<file path="config.mk">
export PLATFORM = sky130hd
export DESIGN_NAME = nfh_host
export DESIGN_NICKNAME = d
export VERILOG_FILES = /design/src/nfh_pkg.sv /design/src/nfh_fifo.sv /design/src/nfh_host.sv
export SDC_FILE = /design/constraint.sdc
export NUM_CORES = 1
export LEC_CHECK = 0
export BUFFER_PORTS_ARGS = -buffer_cell sky130_fd_sc_hd__buf_4
export CORE_MARGIN = 3
export CORE_UTILIZATION = 62
export CTS_CLUSTER_DIAMETER = 40
export DETAILED_ROUTE_END_ITERATION = 8
export GPL_TIMING_DRIVEN = 0
export PLACE_DENSITY = 0.81
export SLEW_MARGIN = 20
export SYNTH_ARGS = -nofsm -noshare
export SYNTH_HDL_FRONTEND = slang
export SYNTH_SLANG_ARGS = --single-unit
</file>
<file path="constraint.sdc">
create_clock -name i_ref_clk -period 8.9 [get_ports i_ref_clk]
set_input_delay 2.67 -clock i_ref_clk [delete_from_list [all_inputs] [get_ports i_ref_clk]]
set_output_delay 2.67 -clock i_ref_clk [all_outputs]
set_load 0.02 [all_outputs]
</file>
<file path="src/nfh_pkg.sv">
// Package of constants and carriers for the NAND flash host pin controller
package nfh_pkg;
  // Address field widths, byte-wide and word-wide organisation
  localparam int COL_W_X8 = 12;
  localparam int COL_W_X16 = 11;
  localparam int PAGE_W = 6;
  localparam int BLOCK_W = 10;
  localparam int ROW_W = PAGE_W + BLOCK_W;
  localparam int ADDR_CYCLES = 4;
  localparam logic [1:0] ADDR_LAST = 2'h3;
  // Column limits: data area plus spare area
  localparam logic [11:0] COL_LIMIT_X8 = 12'h840;
  localparam logic [11:0] COL_LIMIT_X16 = 12'h420;
  // Strobe phase timing at 40 MHz (25 ns period)
  localparam int CLK_PERIOD_NS = 25;
  localparam int STROBE_LOW_NS = 25;
  localparam int STROBE_HIGH_NS = 25;
  localparam int STROBE_LOW_CYC = (STROBE_LOW_NS + CLK_PERIOD_NS - 1) / CLK_PERIOD_NS;
  localparam int STROBE_HIGH_CYC = (STROBE_HIGH_NS + CLK_PERIOD_NS - 1) / CLK_PERIOD_NS;
  localparam logic [3:0] LOW_CNT = 4'(STROBE_LOW_CYC);
  localparam logic [3:0] HIGH_CNT = 4'(STROBE_HIGH_CYC);

  typedef enum logic [1:0] {
    NFH_OP_CMD,
    NFH_OP_ADDR,
    NFH_OP_WRITE,
    NFH_OP_READ
  } nfh_op_e;

  // One request from the user side
  typedef struct packed {
    nfh_op_e op;
    logic [15:0] data;
    logic [COL_W_X8-1:0] col;
    logic [ROW_W-1:0] row;
  } nfh_req_s;

  // Pin-level outputs held in flip-flops
  typedef struct packed {
    logic ce_n;
    logic cle;
    logic ale;
    logic we_n;
    logic re_n;
    logic wp_n;
  } nfh_pins_s;
endpackage

</file>
<file path="src/nfh_fifo.sv">
// Request FIFO with valid/ready on both sides
`timescale 1ns/100ps
module nfh_fifo #(
  parameter int WIDTH = 8,
  parameter int DEPTH = 4
) (
  // Clock and reset
  input wire logic i_ref_clk,
  input wire logic i_rst,
  // Fill side
  input wire logic i_in_valid,
  input wire logic [WIDTH-1:0] i_in_data,
  output logic o_in_ready,
  // Drain side
  output logic o_out_valid,
  output logic [WIDTH-1:0] o_out_data,
  input wire logic i_out_ready
);
  localparam int AW = $clog2(DEPTH);
  logic [WIDTH-1:0] mem [DEPTH];
  logic [AW-1:0] wr_ptr;
  logic [AW-1:0] rd_ptr;
  logic [AW:0] count;
  logic push;
  logic pop;
  logic [AW:0] next_count;

  assign o_out_valid = (count != '0);
  assign o_out_data = mem[rd_ptr];
  assign push = i_in_valid && o_in_ready;
  assign pop = o_out_valid && i_out_ready;
  assign next_count = count + (AW+1)'(push) - (AW+1)'(pop);

  // Ready is a flop so the fill side never sees a combinational path
  always_ff @(posedge i_ref_clk or posedge i_rst) begin
    if (i_rst) begin
      o_in_ready <= 1'b1;
    end else begin
      o_in_ready <= (next_count != (AW+1)'(DEPTH));
    end
  end

  always_ff @(posedge i_ref_clk) begin
    if (push) begin
      mem[wr_ptr] <= i_in_data;
    end
  end

  always_ff @(posedge i_ref_clk or posedge i_rst) begin
    if (i_rst) begin
      wr_ptr <= '0;
      rd_ptr <= '0;
      count <= '0;
    end else begin
      if (push) begin
        wr_ptr <= (wr_ptr == AW'(DEPTH-1)) ? '0 : wr_ptr + 1'b1;
      end
      if (pop) begin
        rd_ptr <= (rd_ptr == AW'(DEPTH-1)) ? '0 : rd_ptr + 1'b1;
      end
      count <= next_count;
    end
  end
endmodule

</file>
<file path="src/nfh_host.sv">
// Host controller driving a NAND flash through its pins
// Operation
// RULE1: Device latches DQ on write-strobe rise
// RULE2: Device floats DQ when deselected
// RULE3: CLE high: strobed value is command
// RULE4: ALE high: strobed value is address
// RULE5: Chip enable never aborts busy operation
// RULE6: Read strobe fall drives data, advances column
// RULE7: Write-protect low blocks program and erase
// RULE8: Open-drain ready/busy, low while busy
// RULE9: Byte mode four address cycles layout
// RULE10: Byte mode column, page, block fields
// RULE11: Word mode four address cycles layout
// RULE12: Word mode column, page, block fields
// RULE13: Byte page 2048+64, 64 pages, 1024 blocks
// RULE14: Word page 1024+32, 64 pages, 1024 blocks
// RULE15: Device sequences program and erase internally
// RULE16: Commands and addresses on low DQ byte
// RULE17: Read: CE low, WE high, latches low
// RULE18: Host keeps column within page plus spare (code only raises o_col_error and still issues the column)
`timescale 1ns/100ps
module nfh_host
  import nfh_pkg::*;
#(
  parameter bit WORD_MODE = 1'b0,
  parameter int FIFO_DEPTH = 4
) (
  // Clock and reset
  input wire logic i_ref_clk,
  input wire logic i_rst,
  // User request stream
  input wire logic i_req_valid,
  input wire nfh_pkg::nfh_req_s i_req,
  output logic o_req_ready,
  input wire logic i_write_enable,
  // User read answer
  output logic o_rd_valid,
  output logic [15:0] o_rd_data,
  output logic o_busy,
  output logic o_col_error,
  // Flash pins
  output nfh_pkg::nfh_pins_s o_pins,
  output logic [15:0] o_dq,
  output logic o_dq_oe,
  input wire logic [15:0] i_dq,
  input wire logic i_ready_busy_n
);
  import nfh_pkg::*;

  typedef enum logic [2:0] {
    ST_IDLE,
    ST_LOW,
    ST_HIGH,
    ST_ADDR_NEXT,
    ST_CAPTURE
  } nfh_state_e;

  localparam int REQ_W = $bits(nfh_req_s);

  nfh_state_e state;
  nfh_req_s cur;
  logic fifo_valid;
  logic fifo_ready;
  nfh_req_s fifo_req;
  logic [3:0] timer;
  logic [1:0] addr_idx;
  logic [1:0] rb_sync;
  logic [15:0] dq_sync1;
  logic [15:0] dq_sync2;

  // Address byte for cycle n in the active bus width
  function automatic logic [7:0] addr_byte(input nfh_req_s r, input logic [1:0] n);
    logic [27:0] a;
    a = '0;
    if (WORD_MODE) begin
      a = {1'h0, r.row, r.col[COL_W_X16-1:0]};  // [RULE12]
      case (n)
        2'h0: addr_byte = a[7:0];
        2'h1: addr_byte = {5'h0, a[10:8]};  // [RULE11]
        2'h2: addr_byte = a[18:11];
        default: addr_byte = a[26:19];
      endcase
    end else begin
      a = {r.row, r.col};  // [RULE10]
      case (n)
        2'h0: addr_byte = a[7:0];
        2'h1: addr_byte = {4'h0, a[11:8]};  // [RULE9]
        2'h2: addr_byte = a[19:12];
        default: addr_byte = a[27:20];
      endcase
    end
  endfunction

  nfh_fifo #(
    .WIDTH(REQ_W),
    .DEPTH(FIFO_DEPTH)
  ) u_fifo (
    .i_ref_clk(i_ref_clk),
    .i_rst(i_rst),
    .i_in_valid(i_req_valid),
    .i_in_data(i_req),
    .o_in_ready(o_req_ready),
    .o_out_valid(fifo_valid),
    .o_out_data(fifo_req),
    .i_out_ready(fifo_ready)
  );

  // Accept a new request only when idle and the device is ready
  assign fifo_ready = (state == ST_IDLE) && rb_sync[1];

  // --------------------------------------------------------------
  // Pin input synchronisers
  // --------------------------------------------------------------
  always_ff @(posedge i_ref_clk or posedge i_rst) begin
    if (i_rst) begin
      rb_sync <= 2'h0;
      dq_sync1 <= 16'h0;
      dq_sync2 <= 16'h0;
    end else begin
      rb_sync <= {rb_sync[0], i_ready_busy_n};  // [RULE8]
      dq_sync1 <= i_dq;
      dq_sync2 <= dq_sync1;
    end
  end

  always_ff @(posedge i_ref_clk or posedge i_rst) begin
    if (i_rst) begin
      o_busy <= 1'b1;
    end else begin
      o_busy <= !rb_sync[1];  // [RULE8]
    end
  end

  // --------------------------------------------------------------
  // Strobe sequencer
  // --------------------------------------------------------------
  always_ff @(posedge i_ref_clk or posedge i_rst) begin
    if (i_rst) begin
      state <= ST_IDLE;
      cur <= '0;
      timer <= 4'h0;
      addr_idx <= 2'h0;
      o_pins <= '{ce_n: 1'b1, cle: 1'b0, ale: 1'b0, we_n: 1'b1, re_n: 1'b1, wp_n: 1'b0};
      o_dq <= 16'h0;
      o_dq_oe <= 1'b0;
      o_rd_valid <= 1'b0;
      o_rd_data <= 16'h0;
      o_col_error <= 1'b0;
    end else begin
      o_rd_valid <= 1'b0;
      o_pins.wp_n <= i_write_enable;  // [RULE7]
      case (state)
        ST_IDLE: begin
          if (fifo_valid && fifo_ready) begin
            cur <= fifo_req;
            addr_idx <= 2'h0;
            timer <= LOW_CNT;
            o_col_error <= (fifo_req.col >= (WORD_MODE ? COL_LIMIT_X16 : COL_LIMIT_X8));  // [RULE18]
            o_pins.ce_n <= 1'b0;
            o_pins.cle <= (fifo_req.op == NFH_OP_CMD);  // [RULE3]
            o_pins.ale <= (fifo_req.op == NFH_OP_ADDR);  // [RULE4]
            if (fifo_req.op == NFH_OP_READ) begin
              o_pins.re_n <= 1'b0;  // [RULE17]
              o_pins.we_n <= 1'b1;
              o_dq_oe <= 1'b0;
            end else begin
              o_pins.we_n <= 1'b0;
              o_dq_oe <= 1'b1;
              if (fifo_req.op == NFH_OP_ADDR) begin
                o_dq <= {8'h0, addr_byte(fifo_req, 2'h0)};  // [RULE16]
              end else if (fifo_req.op == NFH_OP_CMD) begin
                o_dq <= {8'h0, fifo_req.data[7:0]};  // [RULE16]
              end else begin
                o_dq <= WORD_MODE ? fifo_req.data : {8'h0, fifo_req.data[7:0]};
              end
            end
            state <= ST_LOW;
          end
        end
        ST_LOW: begin
          if (timer <= 4'h1) begin
            // Rising write strobe is the device's latch point
            o_pins.we_n <= 1'b1;  // [RULE1]
            if (cur.op == NFH_OP_READ) begin
              o_pins.re_n <= 1'b1;  // [RULE17]
            end
            timer <= HIGH_CNT;
            state <= ST_HIGH;
          end else begin
            timer <= timer - 4'h1;
          end
        end
        ST_HIGH: begin
          if (timer <= 4'h1) begin
            if (cur.op == NFH_OP_ADDR && addr_idx != ADDR_LAST) begin
              state <= ST_ADDR_NEXT;
            end else begin
              // Chip enable stays low; the device ignores it while busy anyway
              o_pins.cle <= 1'b0;
              o_pins.ale <= 1'b0;
              o_dq_oe <= 1'b0;
              state <= (cur.op == NFH_OP_READ) ? ST_CAPTURE : ST_IDLE;
            end
          end else begin
            timer <= timer - 4'h1;
          end
        end
        ST_CAPTURE: begin
          // DQ runs through two flops, so the value seen while the read strobe
          // was low only reaches the second stage now
          o_rd_data <= WORD_MODE ? dq_sync2 : {8'h0, dq_sync2[7:0]};  // [RULE17]
          o_rd_valid <= 1'b1;
          state <= ST_IDLE;
        end
        ST_ADDR_NEXT: begin
          addr_idx <= addr_idx + 2'h1;
          o_dq <= {8'h0, addr_byte(cur, addr_idx + 2'h1)};  // [RULE9]
          o_pins.we_n <= 1'b0;
          timer <= LOW_CNT;
          state <= ST_LOW;
        end
        default: state <= ST_IDLE;
      endcase
    end
  end

  // --------------------------------------------------------------
  // Checks
  // --------------------------------------------------------------
  a_cmd_latch_cle: assert property (@(posedge i_ref_clk) disable iff (i_rst)
    $rose(o_pins.we_n) && cur.op == NFH_OP_CMD |-> o_pins.cle && !o_pins.ale)  // [RULE3]
    else $error("command strobe without command latch");
  a_addr_latch_ale: assert property (@(posedge i_ref_clk) disable iff (i_rst)
    $rose(o_pins.we_n) && cur.op == NFH_OP_ADDR |-> o_pins.ale && !o_pins.cle)  // [RULE4]
    else $error("address strobe without address latch");
  a_read_pin_state: assert property (@(posedge i_ref_clk) disable iff (i_rst)
    $fell(o_pins.re_n) |-> !o_pins.ce_n && o_pins.we_n && !o_pins.cle && !o_pins.ale)  // [RULE17]
    else $error("read strobe with bad control levels");
  a_low_byte_cmd: assert property (@(posedge i_ref_clk) disable iff (i_rst)
    o_pins.cle || o_pins.ale |-> o_dq[15:8] == 8'h0)  // [RULE16]
    else $error("command or address above low byte");
  a_dq_stable_edge: assert property (@(posedge i_ref_clk) disable iff (i_rst)
    $rose(o_pins.we_n) |-> o_dq_oe && $stable(o_dq))  // [RULE1]
    else $error("data changed at write strobe rise");
  a_addr_upper_zero: assert property (@(posedge i_ref_clk) disable iff (i_rst)
    $rose(o_pins.we_n) && o_pins.ale && addr_idx == 2'h1 |->
      (WORD_MODE ? o_dq[7:3] == 5'h0 : o_dq[7:4] == 4'h0))  // [RULE9]
    else $error("second address cycle upper bits not zero");
  a_wp_follows: assert property (@(posedge i_ref_clk) disable iff (i_rst)
    !i_write_enable |=> !o_pins.wp_n)  // [RULE7]
    else $error("write protect not applied");
  a_busy_no_start: assert property (@(posedge i_ref_clk) disable iff (i_rst)
    !rb_sync[1] && state == ST_IDLE |=> state == ST_IDLE)  // [RULE8]
    else $error("request started while device busy");
  a_rd_one_pulse: assert property (@(posedge i_ref_clk) disable iff (i_rst)
    o_rd_valid |=> !o_rd_valid)  // [RULE6]
    else $error("read valid longer than one cycle");
endmodule

</file>
* Yosys cells after proc, flatten, opt, wreduce, memory -nomap -nowiden *
Memory sizes are Yosys's and may differ from the RTL's.
Cells that the tools add are included.

word-level totals
  flip-flop bits (word level) = 99
  bits in latches = 0
  RAM bits = 184
  ROM bits = 0
  input bits = 67
  output and inout port bits = 43
  logic and storage cells = 115
  memories = 1

cells by class
  add/sub/neg operators = 6
  multipliers = 0
  divide/modulo/power cells = 0
  order comparisons = 2
  equality and inequality tests = 22
  shift operators = 0
  mux-type cells = 37
  bitwise logic cells = 0
  reduce and logical (&&, ||, !) cells = 22

memory list
  memory      words  bits a word  read ports  clocked after Yosys merged registers in  write ports  line            text
  u_fifo.mem  4      46           1           0                                        1            nfh_fifo.sv:20  logic [WIDTH-1:0] mem [DEPTH];

operators by type and width
  cell                    count
  $mux W16                2
  $pmux W16 S2            1
  $pmux W8 S3             1
  $mux W4                 4
  $pmux W4 S4             1
  $mux W3                 5
  $ne A2 B2 Y1 const B    7
  $ge A12 B12 Y1 const B  1
  $mux W2                 6
  $pmux W3 S4             1
  $reduce_and A3 Y1       4
  $eq A2 B2 Y1 const B    5
  $mux W1                 10
  $mux W8                 1
  $pmux W2 S2             2
  $add A2 B1 Y2 const B   3
  $eq A2 B1 Y1 const B    3
  $eq A3 B2 Y1 const B    2
  $reduce_bool A2 Y1      3
  $reduce_bool A3 Y1      2
  $reduce_and A5 Y1       1
  $le A4 B1 Y1 const B    1
  $logic_and A1 B1 Y1     4
  $logic_not A2 Y1        2
  14 further kinds        17

* Depth between registers and ports, before layout *
An unclocked memory read counts as a cell.

  depth in word-level cells = 6
  mapped depth = 9
  mapped depth without buffers = 8

* Modules after synthesis *
Synthesis repeated with hierarchy kept, for this count alone.

second synthesis, totals
  cells, all modules = 669
  area, all modules = 10921.7 sq um

by module, submodules not included
  module    times used  cells an instance  area each (sq um)
  nfh_fifo  1           279                7094.3
  nfh_host  1           390                3827.4

* Worst setup path after synthesis *
Ideal clock, no wire load.

  kind = in2reg
  from = in i_req_valid
  to = mem u_fifo.mem[3][0] (netlist name) (enable)
  setup time = 399 ps
  data arrival time = 3643 ps
  data required time = 8501 ps
  setup slack = 4858 ps
  cell stages on the path = 1
  path buffers = 0
  cell sequence = and3_1

between the ends
  word-level cells in the longest chain between the ends = 3

RTL lines
  what                           line            text
  from (decl)                    nfh_host.sv:32  input wire logic i_req_valid,
  $logic_and A1 B1 Y1            nfh_fifo.sv:30  assign push = i_in_valid && o_in_ready;
  $mux W1                        nfh_fifo.sv:44  if (push) begin
  $mux W1 (implied by the code)  nfh_fifo.sv:45  mem[wr_ptr] <= i_in_data;
  to (decl)                      nfh_fifo.sv:20

Every way passes these cells.

* Worst setup path after layout *
  from = reg u_fifo.o_in_ready
  to = out o_req_ready

RTL lines
  what                    line            text
  from (decl)             nfh_fifo.sv:13  output logic o_in_ready,
  from (signal assigned)  nfh_fifo.sv:39  o_in_ready <= (next_count != (AW+1)'(DEPTH));
  to (decl)               nfh_host.sv:34  output logic o_req_ready,

No word-level cell between the ends.

==> results by group <==
Final layout
  • Non-Filler Instances: 884
  • Area Overhead vs Synth: 20.7%
  • Layout cells sized above 1: 37.1%
  • Finished Core Util: 78.2%
  • Nets@finish: 757
  • Antenna Cells: 0

Global route
  • Total track usage: 23.0%
  • Vias in the first global route: 5502
  • Met3 Usage GRT: 4.63%
  • GRT busiest layer: met2
  • Largest net degree at the start of global routing: 51
  • First-pass GRT wire length: 30.0 mm
  • GR Overflow Total: 0
  • Initial antenna violation count: 0
  • Met2 GRT Util: 39.7%
  • GRT met1 Usage: 30.1%

Clocking
  • Clk slew on worst S/H paths: 0.06 ns
  • CTS Sinks: 243
  • Root Driver: clkbuf_16
  • CTS Buf Count: 31
  • Postcts setup bufs: 0
  • Worst-case clock buffer depth: 3
  • Worst skew pair latency: 0.54 ns
  • Resize count post-CTS: 0
  • H-Tree Level Count: 1
  • Hold-fix buffers, CTS: 0
  • CTS tree: built

Floorplan
  • # rows: 44
  • IO Count: 110
  • Full die area: 0.0171 mm^2
  • Core box area: 0.0149 mm^2
  • Die H: 131 um
  • Die width: 131 um
  • Initial Util: 64.8%

Critical path
  • Arrival @ worst endpoint: 1.28 ns
  • CP max FO: 6
  • Crit path max-delay family: flip-flops
  • Nature of the critical path endpoint: output pin
  • Crit path buf inv count: 1
  • R2r worst-path depth: 9
  • Crit path cell chain: buf_4
  • Kind of critical path: reg -> out
  • Crit path depth: 1
  • Slowest CP cell: dfstp_2
  • CP peak stage delay: 0.58 ns
  • Worst EP required: 6.23 ns
  • CP Launch Type: register

Power
  • PD cells: 359 mW/mm^2
  • Power Total: 4.17 mW
  • VDD IR max: 0.000233 V
  • Static Leak: 4.52 nW

Timing
  • Crit share post-route: 44.4%
  • Worst slew pin tran: 1.05 ns
  • Max_slew headroom: 29.7%
  • Slew Viols, Final: 0
  • RSZ-0062 raised after global routing: no
  • Final setup violation count: 0
  • Min Tclk post-route: 3.95 ns
  • Fmax: 253 MHz
  • Clock Skew: 0.00866 ns
  • Final worst setup slack: 4.95 ns
  • Setup_tns: 0 ns
  • Final hold vios: 0

Logic synthesis
  • Post-synth ARST share: 37.4%
  • Syn Std Cell Area: 0.00963 mm^2
  • YS warnings: 0
  • Top cells by count, synth: edfxtp_1 (152), dfrtp_1 (86), mux2_2 (44)
  • Share of Yosys cell area claimed by the top area cell type: 47.4%
  • Yosys top cell by area: edfxtp_1
  • Syn Area/Cell: 17.7 um^2
  • Seq/Total Area, Yosys: 71.1%
  • Post-Syn Instances: 545
  • Dominant cell by count in the synthesized netlist: edfxtp_1
  • Ys flop type: edfxtp_1
  • Largest cells by area after synthesis: edfxtp_1 (47%), dfrtp_1 (22%), mux4_2 (8.9%)
  • Unique masters post-synth: 56
  • Post-synth EDFFs: 152
  • Seq cells post-synth: 243

Worst hold path
  • Hold path depth: 0
  • Tightest Hold Check Type: reg -> reg

Detailed routing
  • Total number of vias: 5251
  • Antenna-violating nets left: 0
  • Drc violations: 0
  • Final WL: 18.9 mm
  • Drt wl/cell: 21.4 um
  • Vias per inst: 5.94
  • Drt pass-1 iters: 6
  • Iteration-0 DRC Markers: 367

Place
  • Placed Cells: 826
  • GP Congestion: 0.850
  • Setup slack after placement: 5.00 ns
  • Post-DP HPWL: 12.3 mm
  • PortBufs: 77

Run
  • Max-cap violations: 0

Outcome
  • Status: complete, no violations
[sequential cells by signal, summed over array words and instances, names as in the netlist, 3 cells and up]
register,flops
o_pins,6
dq_sync1,8
dq_sync2,8
timer,4
cur,30
o_rd_data,8
u_fifo.count,3
state,3
o_dq,8
u_fifo.mem,152
[cell families after synthesis]
logic type	count (synthesis)	synth area share, %
other	1	0.0390
AOI/OAI and AO/OA	53	4.26
DFF	243	71.1
muxes	88	14.7
adders and majority gates	15	2.03
and+or+nand+nor	82	4.26
buffers and inverters	60	3.30
xor gates and xnor gates	3	0.273
[layout make-up]
cell class              instances  area [um^2]
multi-input cells             257         2520
clock inverters                19          198
inverters                      18         70.1
repair buffers                 82          678
clock buffers                  39          826
well taps                     184          230
flip-flops and latches        243         6850
fillers                       789         3240
plain buffers                  42          250
[worst paths after layout]
path                                                    end                        start  slack [ns]
max in group asynchronous       u_fifo.o_in_ready$_DFF_PP1_                        i_rst        5.99
worst min register to register        dq_sync2[0]$_DFF_PP0_        dq_sync1[0]$_DFF_PP0_        0.35
worst max register to register  u_fifo.o_in_ready$_DFF_PP1_         state[0]$_DFFE_PP0P_        5.66
worst min-delay path                  dq_sync2[0]$_DFF_PP0_        dq_sync1[0]$_DFF_PP0_        0.35
worst max-delay path                            o_req_ready  u_fifo.o_in_ready$_DFF_PP1_        4.95
min in group asynchronous             dq_sync1[1]$_DFF_PP0_                        i_rst        2.23
[metal layers]
layer,routed length (um),part of all wire (%),vias to the layer above
met5,0,0,-
met4,430,2.3,0
met3,1140,6.1,40
met2,9850,52,168
met1,7460,40,2710
li1,-,-,2333
[cells in the final DEF (no fill, tap or decap), types with 16 or more instances in the layout]
cell	instances
edfxtp_1	152
buf_4	93
dfrtp_1	86
mux2_2	44
mux4_2	38
clkbuf_16	31
nand2_1	24
clkbuf_1	20
nor2_1	18
inv_1	17
conb_1	16
[per-stage QoR]
| step | instance area [um^2] | hold slack [ns] |
|---|---|---|
| floorplan | 9680 | 0.331 |
| global placement | 10500 | 0.333 |
| detailed placement | 10600 | 0.336 |
| CTS | 11600 | 0.350 |
| global route | 11600 | 0.353 |
| finish | 11600 | 0.347 |
[where the power goes]
part / leakage (nW) / total [mW] / switching [mW] / internal [mW]
combinational: 1.55 / 1.32 / 0.713 / 0.610
sequential: 2.49 / 1.65 / 0.146 / 1.50
clock: 0.489 / 1.20 / 0.471 / 0.726
total: 4.52 / 4.17 / 1.33 / 2.84
No activity file was read; power rests on OpenSTA's default activity.
